==> src/rtl/acsreg_consts.vh <==
/*
  Offsets, field positions, reset values and encodings of the
  access-control capability register bank.
  Assumes inclusion by bare name from the bank's design file.
*/
`ifndef ACSREG_CONSTS_VH
`define ACSREG_CONSTS_VH

// Byte offsets within the structure
`define ACSREG_OFF_HDR 12'h000
`define ACSREG_OFF_CAP 12'h004
`define ACSREG_OFF_VEC 12'h008

// Control register occupies the upper half of the offset-04h word
`define ACSREG_CTL_LSB 16
`define ACSREG_NSVC 7

// Capability field positions
`define ACSREG_BIT_SRCVAL 0
`define ACSREG_BIT_XLBLK 1
`define ACSREG_BIT_REQRD 2
`define ACSREG_BIT_CPLRD 3
`define ACSREG_BIT_UPFWD 4
`define ACSREG_BIT_EGRESS 5
`define ACSREG_BIT_DXLP2P 6
`define ACSREG_BIT_RSVD 7
`define ACSREG_SIZE_LSB 8
`define ACSREG_SIZE_MSB 15

// Reserved-preserved capability bit reads this value
`define ACSREG_RSVD_VAL 1'b0

// Size encoding 00h means the full vector length
`define ACSREG_SIZE_FULL 9'h100

// Port type encodings
`define ACSREG_PT_ROOT 3'h0
`define ACSREG_PT_SWDN 3'h1
`define ACSREG_PT_SWUP 3'h2
`define ACSREG_PT_MFD 3'h3
`define ACSREG_PT_BRIDGE 3'h4
`define ACSREG_PT_EVCOL 3'h5
`define ACSREG_PT_OTHER 3'h6

`define ACSREG_CTL_RST 7'h00
`define ACSREG_VEC_RST 32'h00000000
`define ACSREG_RD_ZERO 32'h00000000

`endif

==> src/rtl/acsreg_bank.v <==
/*
  Access-control capability register bank behind an APB slave.
  Assumes a single 20 MHz core clock and APB master on that clock;
  capability strap inputs are static after reset.
*/
// Operation
// - Structure present only in root, switch downstream port or multi-function function
// - Bridge and event collector never expose the structure
// - Switch upstream port exposes it only as a multi-function function
// - Header at 00h, capability at 04h, control in upper half
// - Egress vector follows at 08h, spanning more words if needed
// - Translation blocking bit read-only, forced zero outside root or downstream
// - Request redirect bit read-only, allowed only for qualifying port types
// - Completion redirect reads one exactly when request redirect does
// - Upstream forwarding bit read-only, downstream or qualifying root only
// - Direct translated bit read-only, downstream or qualifying root only
// - Bits 15:8 hold vector size, 00h means 256
// - Without egress control the vector is absent and reads zero
// - Capability bit 7 reserved, reads fixed value
// - Control at 06h, one read-write enable per service bits 0-6
// - Enables reset to zero, hardwired zero when service absent
// - Vector at 08h is read-write with size-field number of bits
`timescale 1ns/1ns
`default_nettype none
`include "acsreg_consts.vh"

module acsreg_bank #(
  parameter [2:0] PORT_TYPE = `ACSREG_PT_SWDN, // Kind of port or function
  parameter [6:0] SVC_IMPL = 7'h7F, // Services the logic implements
  parameter [7:0] VEC_SIZE = 8'h00, // Vector size field value
  parameter [31:0] HDR_VALUE = 32'h00000000, // Arbitrary header value
  parameter P2P_ROOT = 1, // Root port does peer traffic
  parameter P2P_FUNC = 1, // Function does peer traffic with siblings
  parameter RR_VALID = 1, // Root complex validates redirects
  parameter ATS_SUP = 1 // Root port supports translation services
) (
  input wire clk, // Core clock
  input wire rst, // Async reset, active high
  input wire mf_func, // Port is a multi-function function
  input wire psel, // APB select
  input wire penable, // APB enable
  input wire pwrite, // APB direction
  input wire [11:0] paddr, // APB byte address
  input wire [31:0] pwdata, // APB write data
  input wire [3:0] pstrb, // APB byte strobes
  output reg [31:0] prdata, // APB read data
  output reg pready, // APB ready
  output reg pslverr, // APB error
  output reg present, // Structure exposed
  output reg [6:0] svc_en, // Active service enables
  output reg [255:0] egress_vec // Egress control bits
);

  localparam NWORDS = 8;
  localparam [8:0] NBITS = (VEC_SIZE == 8'h00) ? `ACSREG_SIZE_FULL : {1'b0, VEC_SIZE};

  wire is_root = (PORT_TYPE == `ACSREG_PT_ROOT);
  wire is_dn = (PORT_TYPE == `ACSREG_PT_SWDN);
  wire is_mfd = (PORT_TYPE == `ACSREG_PT_MFD) || mf_func;
  // Bridges and event collectors never qualify even inside a multi-function part
  wire banned = (PORT_TYPE == `ACSREG_PT_BRIDGE) || (PORT_TYPE == `ACSREG_PT_EVCOL);
  wire up_ok = (PORT_TYPE == `ACSREG_PT_SWUP) && mf_func;
  wire pres_d = !banned && (is_root || is_dn || is_mfd || up_ok);

  reg [6:0] allow;
  always @* begin
    allow = 7'h00;
    allow[`ACSREG_BIT_SRCVAL] = is_root || is_dn;
    allow[`ACSREG_BIT_XLBLK] = is_root || is_dn;
    allow[`ACSREG_BIT_REQRD] = is_dn || (is_root && P2P_ROOT != 0) ||
      (is_mfd && P2P_FUNC != 0);
    allow[`ACSREG_BIT_UPFWD] = is_dn || (is_root && RR_VALID != 0);
    allow[`ACSREG_BIT_EGRESS] = is_root || is_dn || is_mfd;
    allow[`ACSREG_BIT_DXLP2P] = is_dn || (is_root && ATS_SUP != 0 && P2P_ROOT != 0);
  end

  reg [6:0] cap;
  always @* begin
    cap = allow & SVC_IMPL & {7{pres_d}};
    // Mandatory services are advertised whatever SVC_IMPL says
    cap[`ACSREG_BIT_SRCVAL] = allow[`ACSREG_BIT_SRCVAL] & pres_d;
    cap[`ACSREG_BIT_XLBLK] = allow[`ACSREG_BIT_XLBLK] & pres_d;
    cap[`ACSREG_BIT_REQRD] = allow[`ACSREG_BIT_REQRD] & pres_d;
    cap[`ACSREG_BIT_CPLRD] = cap[`ACSREG_BIT_REQRD];
    cap[`ACSREG_BIT_UPFWD] = allow[`ACSREG_BIT_UPFWD] & pres_d;
    cap[`ACSREG_BIT_DXLP2P] = allow[`ACSREG_BIT_DXLP2P] & pres_d;
  end

  // Hardwired capability word; no storage, so writes cannot alter it
  wire [15:0] cap_word = {VEC_SIZE, `ACSREG_RSVD_VAL, cap};
  wire egress_on = cap[`ACSREG_BIT_EGRESS];

  reg [6:0] ctl_q;
  wire [255:0] vec_q;
  reg [255:0] vec_mask;
  integer k;
  always @* begin
    for (k = 0; k < 256; k = k + 1) begin
      vec_mask[k] = egress_on && (k < NBITS);
    end
  end

  wire acc = psel && penable;
  wire wr = acc && pwrite;
  wire word_ok = (paddr[1:0] == 2'b00);
  wire hit_cap = word_ok && (paddr == `ACSREG_OFF_CAP);
  wire hit_hdr = word_ok && (paddr == `ACSREG_OFF_HDR);
  wire in_vec = word_ok && (paddr >= `ACSREG_OFF_VEC) &&
    (paddr < `ACSREG_OFF_VEC + 12'h020);
  wire [2:0] widx = paddr[4:2] - 3'h2;

  // Upper half of the offset-04h word carries the enables
  always @(posedge clk or posedge rst) begin
    if (rst) begin
      ctl_q <= `ACSREG_CTL_RST;
    end else if (wr && hit_cap && pres_d) begin
      if (pstrb[2]) begin
        ctl_q <= pwdata[`ACSREG_CTL_LSB +: `ACSREG_NSVC] & cap;
      end
    end
  end

  genvar g;
  generate
    for (g = 0; g < NWORDS; g = g + 1) begin : g_vec
      // Own word per entry keeps each storage bit to a single process
      reg [31:0] word_q;
      assign vec_q[g*32 +: 32] = word_q;
      always @(posedge clk or posedge rst) begin
        if (rst) begin
          word_q <= `ACSREG_VEC_RST;
        end else if (wr && in_vec && pres_d && widx == g) begin
          word_q[7:0] <= pstrb[0] ? pwdata[7:0] : word_q[7:0];
          word_q[15:8] <= pstrb[1] ? pwdata[15:8] : word_q[15:8];
          word_q[23:16] <= pstrb[2] ? pwdata[23:16] : word_q[23:16];
          word_q[31:24] <= pstrb[3] ? pwdata[31:24] : word_q[31:24];
        end
      end
    end
  endgenerate

  wire [255:0] vec_vis = vec_q & vec_mask;
  reg [31:0] rd_d;
  reg err_d;
  always @* begin
    rd_d = `ACSREG_RD_ZERO;
    err_d = 1'b0;
    if (!pres_d) begin
      err_d = 1'b1;
    end else if (hit_hdr) begin
      rd_d = HDR_VALUE;
    end else if (hit_cap) begin
      rd_d = {9'h000, ctl_q & cap, cap_word};
    end else if (in_vec) begin
      rd_d = vec_vis[widx*32 +: 32];
    end else begin
      err_d = 1'b1;
    end
  end

  // One wait state: ready in the cycle after the access phase opens
  always @(posedge clk or posedge rst) begin
    if (rst) begin
      pready <= 1'b0;
      prdata <= `ACSREG_RD_ZERO;
      pslverr <= 1'b0;
      present <= 1'b0;
      svc_en <= `ACSREG_CTL_RST;
      egress_vec <= 256'h0;
    end else begin
      pready <= acc && !pready;
      prdata <= (acc && !pready && !pwrite) ? rd_d : `ACSREG_RD_ZERO;
      pslverr <= acc && !pready && err_d;
      present <= pres_d;
      svc_en <= ctl_q & cap;
      egress_vec <= vec_vis;
    end
  end

endmodule // acsreg_bank

`default_nettype wire

==> config.mk <==
export PLATFORM = sky130hd
export DESIGN_NAME = acsreg_bank
export DESIGN_NICKNAME = d
export VERILOG_FILES = /design/src/rtl/acsreg_bank.v
export VERILOG_INCLUDE_DIRS = /design/src /design/src/rtl
export SDC_FILE = /design/constraint.sdc
export NUM_CORES = 1
export LEC_CHECK = 0
export BUFFER_PORTS_ARGS = -buffer_cell sky130_fd_sc_hd__buf_2
export CAP_MARGIN = 30
export CORE_UTILIZATION = 45
export CTS_CLUSTER_DIAMETER = 40
export DETAILED_ROUTE_END_ITERATION = 10
export PLACE_DENSITY_LB_ADDON = 0.12
export SETUP_SLACK_MARGIN = 0.02
export SLEW_MARGIN = 15
export SYNTH_ARGS = -nofsm -noshare
export SYNTH_HDL_FRONTEND = slang
export SYNTH_SLANG_ARGS = --single-unit
==> constraint.sdc <==
create_clock -name clk -period 28.4 [get_ports clk]
set_input_delay 5.68 -clock clk [delete_from_list [all_inputs] [get_ports clk]]
set_output_delay 5.68 -clock clk [all_outputs]
set_load 0.03 [all_outputs]
==> load_flow_metrics.sql, run 1 <==
INSERT INTO impl_metrics (metric_group, metric, value, unit) VALUES
('clock_network', 'h-tree-depth', '3', ''),
('power_and_ir_drop', 'power-per-cell-area', '72.4', 'nW/um2'),
('power_and_ir_drop', 'power.switching_fraction', '22.4', '%'),
('clock_network', 'clockBufferDepth', '3', ''),
('timing', 'setup_viol', '0', ''),
('detailed_routing', 'routed-via-count', '10800', ''),
('global_route', 'grt_first_pass_wirelength', '73300', 'um'),
('floorplan', 'rows', '76', ''),
('power_and_ir_drop', 'pwr-share-clk', '52.9', '%'),
('placement', 'globalplace.congestion', '0.748', ''),
('power_and_ir_drop', 'power_frac_seq', '44.4', '%'),
('floorplan', 'die-area', '44400', 'um2'),
('worst_setup_path', 'crit_buf_inv', '2', ''),
('job', 'timing.max_cap.violations', '0', ''),
('synthesis', 'netlist_top_cells_area', 'dfrtp_1, mux2_2, mux4_2', ''),
('floorplan', 'ios', '352', ''),
('global_route', 'grtUsageTotal', '22.8', '%'),
('floorplan', 'fp.coreArea', '43000', 'um2'),
('timing', 'top_achievable_clock_speed', '122', 'MHz'),
('final_layout', 'regArea', '14000', 'um2'),
('clock_network', 'clk-insertion-delay-late', '0.61', 'ns'),
('detailed_routing', 'route.detailed.vias_per_inst', '5.08', ''),
('detailed_routing', 'first_iter_violations', '647', ''),
('clock_network', 'cts-resized-gates', '0', ''),
('worst_setup_path', 'path_max_fanout', '24', ''),
('final_layout', 'layout.filler_cells', '3507', ''),
('timing', 'min_period_over_period', '28.8', '%'),
('clock_network', 'cts-buffers-inserted', '74', ''),
('worst_setup_path', 'path_class', 'primary input to register', ''),
('hold_path', 'worst_hold_path.num_cells', '0', ''),
('timing', 'drv_slew', '0', ''),
('worst_setup_path', 'critical_path_depth', '7', ''),
('final_layout', 'layout-drive-gt1-share', '55.7', '%'),
('clock_network', 'cts_tree', 'built', ''),
('power_and_ir_drop', 'power_frac_comb', '2.7', '%'),
('synthesis', 'syn_area', '19600', 'um2'),
('timing', 'fin_tns_setup', '0', 'ns'),
('timing', 'finalCriticalPeriod', '8.19', 'ns'),
('hold_path', 'min_path_type', 'register to register', ''),
('worst_setup_path', 'cp_cell_sequence', 'buf_4, ha_4, buf_12, nor2b_1, nand3_1, nor2_2, mux2_2', ''),
('status', 'status', 'finished, final reports clean', ''),
('synthesis', 'ys_seq_area_share', '71.6', '%'),
('synthesis', 'ys_ff_latch', '561', ''),
('worst_setup_path', 'critPathRequiredTime', '28.87', 'ns'),
('timing', 'grt_setup_unrepaired', 'false', ''),
('worst_setup_path', 'critical_path_data_arrival_time', '8.67', 'ns'),
('clock_network', 'cts.repair_timing.setup_buffer_count', '0', ''),
('worst_setup_path', 'type_of_destination_of_the_critical_path', 'register', ''),
('floorplan', 'die_x', '211', 'um'),
('worst_setup_path', 'critPathLaunchType', 'primary input', ''),
('synthesis', 'syn_avg_cell_area', '18.5', 'um2'),
('floorplan', 'start_util', '45.6', '%'),
('synthesis', 'post_synth_inst_count', '1061', ''),
('placement', 'place_hpwl', '30900', 'um'),
('final_layout', 'multiInputGateArea', '5450', 'um2'),
('placement', 'numPortBuffers', '350', ''),
('global_route', 'antenna_found_initial', '5', ''),
('global_route', 'globalRoute.totalOverflow', '0', ''),
('timing', 'slew-limit-headroom', '40.2', '%'),
('synthesis', 'yosys_warnings', '0', ''),
('worst_setup_path', 'timing.critical_path.slowest_stage_cell', 'nor2_2', ''),
('detailed_routing', 'dr_wl_cell', '22.9', 'um'),
('power_and_ir_drop', 'vdd.ir_drop.worst', '0.0531', 'mV'),
('detailed_routing', 'wl', '48800', 'um'),
('clock_network', 'clk_transition_reported_paths', '0.06', 'ns'),
('synthesis', 'ys_types', '40', ''),
('synthesis', 'synth_top_area_share', '71.6', '%'),
('power_and_ir_drop', 'p_leak', '13.3', 'nW'),
('clock_network', 'cts_num_sinks', '561', ''),
('floorplan', 'chipHeight', '211', 'um'),
('power_and_ir_drop', 'internal_power', '1.40', 'mW');
==> area by class of cell <==
type	instances	area share [%]
Antenna cell	2	0.0201
Clock buffer	86	8.10
Clock inverter	49	2.36
Inverter	3	0.0753
Multi-Input combinational cell	470	21.9
Sequential cell	561	56.3
Tap cell	585	2.94
Timing Repair Buffer	377	8.28
==> routing by layer <==
layer,wire length (um),up-vias,track usage (%),part of all wire (%)
met5,32,-,0,0.066
met3,3010,72,5.62,6.2
met2,24200,296,35.9,50
met1,20500,5729,30.9,42
li1,-,4733,-,-
met4,1070,4,8.12,2.2
==> cells by family after synthesis <==
logic type      share of synthesized area (%)
xor+xnor                               0.0447
compound gates                          0.588
other cells                            0.0191
mux                                      24.3
buf+inv                                 0.651
fa+ha+maj                              0.0638
simple gates                             2.73
flops                                    71.6
==> cell usage after synthesis, drive strengths merged <==
| cell | count |
|---|---|
| a311oi | 1 |
| clkbuf | 10 |
| o22ai | 1 |
| nor3 | 5 |
| and2 | 1 |
| mux2i | 32 |
| o21ai | 8 |
| xor2 | 1 |
| dfrtp | 561 |
| mux4 | 64 |
| or2 | 1 |
| and4b | 1 |
| conb | 1 |
| nand4 | 3 |
| o2bb2ai | 6 |
| and3 | 2 |
| nor2 | 42 |
| a211oi | 1 |
| inv | 3 |
| nand2 | 7 |
| ha | 1 |
| or3 | 4 |
| nor4b | 1 |
| nor2b | 2 |
| or4 | 1 |
| mux2 | 263 |
| nor4bb | 1 |
| or3b | 1 |
| nor4 | 4 |
| buf | 17 |
| nand3b | 1 |
| nand3 | 14 |
==> worst register-to-register path, stage by stage (launching register included) <==
cell and delay [ns]:
dfrtp_1 0.40, nor4bb_1 0.31, and3_1 0.24, nand3_2 0.53, buf_4 0.50, o22ai_1 0.22
==> flip-flops by register name, summed over array words and instances (netlist names) <==
register	count
ctl_q	7
egress_vec	256
g_vec.word_q	256
prdata	32
pready	1
present	1
pslverr	1
svc_en	7
==> path summary, 6_finish.rpt <==
| check | start | to | slack, ns |
|---|---|---|---|
| setup / recovery | paddr[3] | g_vec[5].word_q[9] | 20.21 |
| hold / removal | g_vec[3].word_q[7] | egress_vec[103] | 0.38 |
| setup reg to reg | pready | prdata[22] | 26.10 |
| hold reg to reg | g_vec[3].word_q[7] | egress_vec[103] | 0.38 |
| max in group asynchronous | rst | g_vec[2].word_q[10] | 20.76 |
| min in group asynchronous | rst | egress_vec[48] | 5.11 |
==> power by group through the flow <==
stage	logic [mW]	clock network (mW)	registers, mW
3_3_place_gp	0.0470	0	0.815
6_report	0.0481	0.955	0.801
5_1_grt	0.0539	1.01	0.800
3_5_place_dp	0.0480	0	0.815
4_1_cts	0.0479	0.977	0.801
2_1_floorplan	0.0257	0	0.817
==> per-stage QoR <==
stage	area, um2	hold WS (ns)	instances	total power, mW	worst slack [ns]
finish	24900	0.380	2133	1.80	20.21
global route	24900	0.395	2133	1.87	20.08
CTS	24800	0.383	2127	1.83	20.03
detailed placement	22200	0.380	1992	0.863	19.38
global placement	22100	0.376	1982	0.862	19.05
floorplan	19600	0.364	1061	0.843	7.03
No activity file was read; power rests on OpenSTA's default activity.
==> run 2: changes to the inputs <==
Clock period 28.4 ns to 7.89 ns, I/O delays scaled along.
==> load_flow_metrics.sql, run 2 (synthesis results as in run 1) <==
INSERT INTO impl_metrics (metric_group, metric, value, unit) VALUES
('job', 'timing.max_cap.violations', '0', ''),
('global_route', 'first_global_vias', '11400', ''),
('final_layout', 'net_total_in_the_final_layout', '1533', ''),
('worst_setup_path', 'critical_path_data_arrival_time', '4.73', 'ns'),
('final_layout', 'top_regs', 'egress_vec x256, g_vec.word_q x256, prdata x32', ''),
('worst_setup_path', 'critical_path.startpoint', 'paddr[3]', ''),
('detailed_routing', 'wl', '48700', 'um'),
('floorplan', 'ios', '352', ''),
('clock_network', 'clk_transition_reported_paths', '0.06', 'ns'),
('timing', 'slew-limit-headroom', '32.6', '%'),
('placement', 'place_hpwl', '30800', 'um'),
('timing', 'top_achievable_clock_speed', '235', 'MHz'),
('detailed_routing', 'post-route-drc-count', '0', ''),
('detailed_routing', 'first_pass_iters', '6', ''),
('clock_network', 'clockBufferDepth', '3', ''),
('final_layout', 'layout-drive-gt1-share', '54.8', '%'),
('global_route', 'grtUsageTotal', '22.4', '%'),
('worst_setup_path', 'timing.critical_path.slowest_stage_cell', 'ha_4', ''),
('worst_setup_path', 'setup.reg_to_reg.worst_slack', '5.75', 'ns'),
('clock_network', 'cts-resized-gates', '0', ''),
('worst_setup_path', 'crit_path_max_incr_delay', '0.98', 'ns'),
('worst_setup_path', 'critPathCapture', 'g_vec[6].word_q[10]', ''),
('floorplan', 'fp.coreArea', '43000', 'um2'),
('hold_path', 'min_path_type', 'register to register', ''),
('timing', 'drv_slew', '0', ''),
('final_layout', 'flow.area_growth_from_synthesis', '26.0', '%'),
('floorplan', 'rows', '76', ''),
('clock_network', 'h-tree-depth', '3', ''),
('status', 'status', 'finished, final reports clean', ''),
('detailed_routing', 'dr_wl_cell', '22.9', 'um'),
('global_route', 'antenna_found_initial', '5', ''),
('timing', 'finalClockSkew', '0.0177', 'ns'),
('clock_network', 'cts_num_sinks', '561', ''),
('detailed_routing', 'route.detailed.vias_per_inst', '5.12', ''),
('clock_network', 'cts_root_buffer', 'clkbuf_16', ''),
('placement', 'placed_cell_area', '22200', 'um2'),
('worst_setup_path', 'r2r_start', 'pready', ''),
('final_layout', 'layout_common_cells', 'dfrtp_1, buf_2, mux2_2, clkbuf_16, mux4_2', ''),
('floorplan', 'chipHeight', '211', 'um'),
('clock_network', 'clk-insertion-delay-late', '0.59', 'ns'),
('floorplan', 'die-area', '44400', 'um2'),
('worst_setup_path', 'critPathLaunchType', 'primary input', ''),
('final_layout', 'mostFrequentLayoutCell', 'dfrtp_1', ''),
('timing', 'grt_setup_unrepaired', 'false', ''),
('global_route', 'grt_first_pass_wirelength', '72600', 'um'),
('global_route', 'globalRoute.totalOverflow', '0', ''),
('power_and_ir_drop', 'p_leak', '13.2', 'nW'),
('placement', 'post-place-cells', '1986', ''),
('worst_setup_path', 'cp_cell_sequence', 'buf_4, ha_4, nor2b_1, nand3_1, nor2_1, buf_6, mux2_2', ''),
('power_and_ir_drop', 'power-per-cell-area', '257', 'nW/um2'),
('detailed_routing', 'routed-via-count', '10900', ''),
('worst_setup_path', 'type_of_destination_of_the_critical_path', 'register', ''),
('power_and_ir_drop', 'vdd.ir_drop.worst', '0.152', 'mV'),
('timing', 'hold_viol', '0', ''),
('worst_setup_path', 'critPathRequiredTime', '8.36', 'ns'),
('floorplan', 'start_util', '45.6', '%'),
('final_layout', 'design_area', '24700', 'um2'),
('clock_network', 'cts.repair_timing.setup_buffer_count', '0', ''),
('timing', 'timing.hold.ws', '0.379', 'ns'),
('clock_network', 'cts_tree', 'built', ''),
('hold_path', 'worst_hold_path.num_cells', '0', ''),
('timing', 'fin_tns_setup', '0', 'ns'),
('worst_setup_path', 'path_class', 'primary input to register', ''),
('timing', 'tightest_slew', '1.01', 'ns'),
('timing', 'setup_viol', '0', ''),
('final_layout', 'instances_no_fill', '2121', ''),
('clock_network', 'cts-buffers-inserted', '72', ''),
('timing', 'finalCriticalPeriod', '4.26', 'ns'),
('clock_network', 'postCtsHoldBufs', '0', ''),
('power_and_ir_drop', 'total_power', '6.34', 'mW'),
('detailed_routing', 'remaining_antenna_violation_count_after_routing', '0', ''),
('global_route', 'grt_max_degree', '191', ''),
('placement', 'globalplace.congestion', '0.744', ''),
('worst_setup_path', 'path_max_fanout', '44', ''),
('worst_setup_path', 'critical_path.reg2reg.endpoint', 'prdata[2]', ''),
('floorplan', 'die_x', '211', 'um'),
('detailed_routing', 'first_iter_violations', '849', ''),
('placement', 'numPortBuffers', '350', ''),
('timing', 'min_period_over_period', '54.0', '%'),
('worst_setup_path', 'rr_worst_depth', '5', '');
## run 2: changes by cell type in the layout (fill, tap and decap cells not counted), sizes merged
cell	change
inv	-3
clkbuf	+4
buf	-7
clkinv	-6
## run 2: critical path, delay by kind of cell
| family | cells | cell delay (ns) |
|---|---|---|
| adders and majority gates | 1 | 0.98 |
| buffers and inverters | 2 | 0.44 |
| muxes | 1 | 0.33 |
| and+or+nand+nor | 3 | 1.38 |
## run 2: layer usage
layer  track usage (%)  part of all wire, %  vias up
met1              30.0                   42     5784
met3              6.14                  6.5       77
met5                 0                0.097        -
met4              7.62                  2.4        8
met2              35.4                   49      309
li1                  -                    -     4686
## run 2: worst min path at each step
stage / startpoint / endpoint / slack [ns]
3_5_place_dp: g_vec[7].word_q[3] / egress_vec[227] / 0.38
3_3_place_gp: g_vec[7].word_q[7] / egress_vec[231] / 0.37
4_1_cts: g_vec[7].word_q[7] / egress_vec[231] / 0.37
6_report: g_vec[7].word_q[7] / egress_vec[231] / 0.38
2_1_floorplan: g_vec[0].word_q[10] / egress_vec[10] / 0.36
5_1_grt: g_vec[2].word_q[7] / egress_vec[71] / 0.39
## run 2: metrics by stage
| step | worst slack, ns | util, % |
|---|---|---|
| after CTS | 3.47 | 57.3 |
| after global routing | 3.50 | 57.4 |
| after global placement | 2.81 | 51.4 |
| after detailed placement | 2.85 | 51.6 |
| final | 3.63 | 57.4 |
| after floorplan | -1.33 | - |
## run 2: layout make-up
type / count / area [um2]
Sequential cell: 561 / 14000
Timing Repair Buffer: 370 / 1990
Tap cell: 585 / 732
Multi-Input combinational cell: 470 / 5450
Inverter: 3 / 15.0
Clock inverter: 40 / 459
Fill cell: 3506 / 18300
Antenna cell: 2 / 5.00
Clock buffer: 90 / 1990
## run 2: power breakdown
group          leakage [nW]  total, mW  internal (mW)  switching [mW]
logic                  4.17      0.168         0.0432           0.125
registers              7.84       2.88           2.88         0.00150
clock network          1.20       3.29           2.05            1.24
total                  13.2       6.34           4.97            1.37
==> run 3: changes to the inputs <==
Settings changed: ABC_AREA set to 1.
Clock period 7.89 ns to 3.8 ns, I/O delays scaled along.
==> load_flow_metrics.sql, run 3 <==
INSERT INTO impl_metrics (metric_group, metric, value, unit) VALUES
('floorplan', 'chipHeight', '221', 'um'),
('global_route', 'globalRoute.totalOverflow', '0', ''),
('detailed_routing', 'routed-via-count', '17300', ''),
('worst_setup_path', 'critPathLaunchType', 'primary input', ''),
('clock_network', 'cts-buffers-inserted', '80', ''),
('detailed_routing', 'remaining_antenna_violation_count_after_routing', '0', ''),
('placement', 'globalplace.congestion', '0.927', ''),
('timing', 'drv_slew', '0', ''),
('timing', 'setup_viol', '0', ''),
('job', 'timing.max_cap.violations', '0', ''),
('final_layout', 'instances_no_fill', '3299', ''),
('clock_network', 'h-tree-depth', '3', ''),
('worst_setup_path', 'critical_path_data_arrival_time', '2.99', 'ns'),
('floorplan', 'fp.coreArea', '47000', 'um2'),
('final_layout', 'layout-drive-gt1-share', '22.5', '%'),
('placement', 'numPortBuffers', '350', ''),
('synthesis', 'postSynthNetCount', '2322', ''),
('global_route', 'top_usage_layer', 'met2', ''),
('final_layout', 'top_regs', 'egress_vec x256, g_vec.word_q x256, prdata x32', ''),
('power_and_ir_drop', 'power-per-cell-area', '527', 'nW/um2'),
('timing', 'hold_viol', '0', ''),
('synthesis', 'syn_avg_cell_area', '9.54', 'um2'),
('placement', 'place_hpwl', '47000', 'um'),
('global_route', 'global_route_track_usage_on_met3', '6.48', '%'),
('hold_path', 'min_path_type', 'primary input to asynchronous set/reset pin', ''),
('final_layout', 'layout_common_cells', 'nand2_1, dfrtp_1, buf_2, nor2_1, nand3_1', ''),
('synthesis', 'synth_top_cell_by_area', 'dfrtp_1', ''),
('floorplan', 'die-area', '48900', 'um2'),
('floorplan', 'rows', '79', ''),
('clock_network', 'postCtsHoldBufs', '0', ''),
('detailed_routing', 'dr_wl_cell', '20.6', 'um'),
('clock_network', 'cts_tree', 'built', ''),
('final_layout', 'mostFrequentLayoutCell', 'nand2_1', ''),
('worst_setup_path', 'setup.reg_to_reg.worst_slack', '2.13', 'ns'),
('clock_network', 'clockBufferDepth', '3', ''),
('global_route', 'gr-usage-met2', '44.1', '%'),
('placement', 'post-place-cells', '3142', ''),
('floorplan', 'die_x', '221', 'um'),
('global_route', 'grt_first_pass_wirelength', '105000', 'um'),
('floorplan', 'ios', '352', ''),
('timing', 'finalClockSkew', '0.0205', 'ns'),
('final_layout', 'design_area', '26900', 'um2'),
('synthesis', 'ys_types', '29', ''),
('detailed_routing', 'first_iter_violations', '1742', ''),
('clock_network', 'cts_num_sinks', '561', ''),
('worst_setup_path', 'path_max_fanout', '32', ''),
('timing', 'top_achievable_clock_speed', '407', 'MHz'),
('floorplan', 'start_util', '46.1', '%'),
('status', 'status', 'finished, final reports clean', ''),
('final_layout', 'flow.area_growth_from_synthesis', '24.3', '%'),
('timing', 'min_period_over_period', '64.6', '%'),
('timing', 'slew-limit-headroom', '35.6', '%'),
('global_route', 'grt_max_degree', '108', ''),
('global_route', 'first_global_vias', '17100', ''),
('global_route', 'antenna_found_initial', '7', ''),
('detailed_routing', 'route.detailed.vias_per_inst', '5.24', ''),
('synthesis', 'synth_top_flop_cell', 'dfrtp_1', ''),
('synthesis', 'synth_edf_count', '0', ''),
('synthesis', 'yosys_warnings', '0', ''),
('detailed_routing', 'wl', '68000', 'um'),
('placement', 'placed_cell_area', '24000', 'um2'),
('worst_setup_path', 'type_of_destination_of_the_critical_path', 'register', ''),
('clock_network', 'clk_transition_reported_paths', '0.06', 'ns'),
('final_layout', 'layout.filler_cells', '4069', ''),
('power_and_ir_drop', 'p_leak', '15.5', 'nW'),
('timing', 'grt_setup_unrepaired', 'false', ''),
('clock_network', 'cts.repair_timing.setup_buffer_count', '0', ''),
('timing', 'finalCriticalPeriod', '2.45', 'ns'),
('synthesis', 'syn_area', '21600', 'um2'),
('synthesis', 'netlist_top_cells_area', 'dfrtp_1, nand2_1, nand3_1', ''),
('synthesis', 'async_reset_ff_share', '100', '%'),
('synthesis', 'leading_post_synthesis_cells_by_instance_count', 'nand2_1, dfrtp_1, nor2_1, nand3_1, inv_1', ''),
('clock_network', 'clk-insertion-delay-late', '0.62', 'ns'),
('global_route', 'grt_use_met1', '39.0', '%'),
('synthesis', 'post_synth_inst_count', '2267', ''),
('synthesis', 'yosys.cell_count.top_type', 'nand2_1', ''),
('detailed_routing', 'post-route-drc-count', '0', ''),
('detailed_routing', 'first_pass_iters', '6', ''),
('synthesis', 'ys_ff_latch', '561', ''),
('worst_setup_path', 'path_class', 'primary input to register', ''),
('clock_network', 'cts_root_buffer', 'clkbuf_16', ''),
('power_and_ir_drop', 'vdd.ir_drop.worst', '0.335', 'mV'),
('synthesis', 'synth_top_area_share', '64.9', '%'),
('final_layout', 'net_total_in_the_final_layout', '2676', ''),
('clock_network', 'cts-resized-gates', '0', ''),
('synthesis', 'ys_seq_area_share', '64.9', '%'),
('timing', 'tightest_slew', '0.964', 'ns'),
('global_route', 'grtUsageTotal', '28.3', '%'),
('worst_setup_path', 'critPathRequiredTime', '4.34', 'ns');
==> run 3: cell types whose count changed after synthesis, moves of 32 or more <==
cell	before	now
nand2_1	7	788
nand3_1	14	294
mux2i_1	32	0
mux2_2	252	0
nor2_1	28	307
inv_1	3	78
mux4_2	64	0
clkbuf_1	10	58
==> run 3: cell type report <==
class / count / area (um2) / area share (%)
Timing Repair Buffer: 410 / 2410 / 8.97
Multi-Input combinational cell: 1486 / 6570 / 24.4
Tap cell: 607 / 759 / 2.82
Clock inverter: 61 / 662 / 2.46
Antenna cell: 4 / 10.0 / 0.0372
Clock buffer: 88 / 2110 / 7.86
Inverter: 82 / 317 / 1.18
Sequential cell: 561 / 14000 / 52.2
==> run 3: path summary, 6_finish.rpt <==
path	startpoint	end	cells after the start
min in group clk	g_vec[3].word_q[3]	egress_vec[99]	0
max in group asynchronous	rst	egress_vec[235]	4
worst max-delay path	paddr[3]	g_vec[4].word_q[22]	7
worst min register to register	g_vec[3].word_q[3]	egress_vec[99]	0
worst min-delay path	rst	egress_vec[14]	2
worst max register to register	pready	prdata[8]	3
==> run 3: kinds of logic after synthesis <==
group	count (synthesis)	share of synthesized area (%)
other	1	0.0173
adders and majority gates	1	0.0578
and+or+nand+nor	1456	29.6
AOI/OAI and AO/OA	28	0.648
DFF	561	64.9
buffers and inverters	220	4.76
==> run 3: report_power, final <==
part           internal, mW  switching [mW]
logic                 0.157           0.536
clock network          4.45            3.03
registers              5.98         0.00424
total                  10.6            3.57
==> run 3: per-layer routing <==
metal | part of all wire, % | vias up
li1 | - | 7868
met1 | 42 | 8494
met2 | 47 | 815
met3 | 8.4 | 120
met4 | 2.4 | 6
met5 | 0.051 | -
==> run 3: worst max-delay path, cell delays in order <==
cell,delay (ns)
buf_2,0.33
inv_4,0.25
nand3_2,0.18
nand4_4,0.31
nor2_4,0.85
nand3_1,0.17
nand2_1,0.11
==> run 3: metrics by stage <==
step / utilization [%] / hold WS (ns) / power, mW / setup WS (ns) / TNS (ns)
final: 57.3 / 0.229 / 14.2 / 1.35 / 0
after detailed placement: 51.1 / 0.384 / 6.78 / 0.683 / 0
after floorplan: - / 0.374 / 6.54 / -4.60 / -2579.32
after global routing: 57.3 / 0.268 / 14.6 / 1.15 / 0
after CTS: 57.0 / 0.224 / 14.3 / 1.27 / 0
after global placement: 51.1 / 0.384 / 6.78 / 0.745 / 0
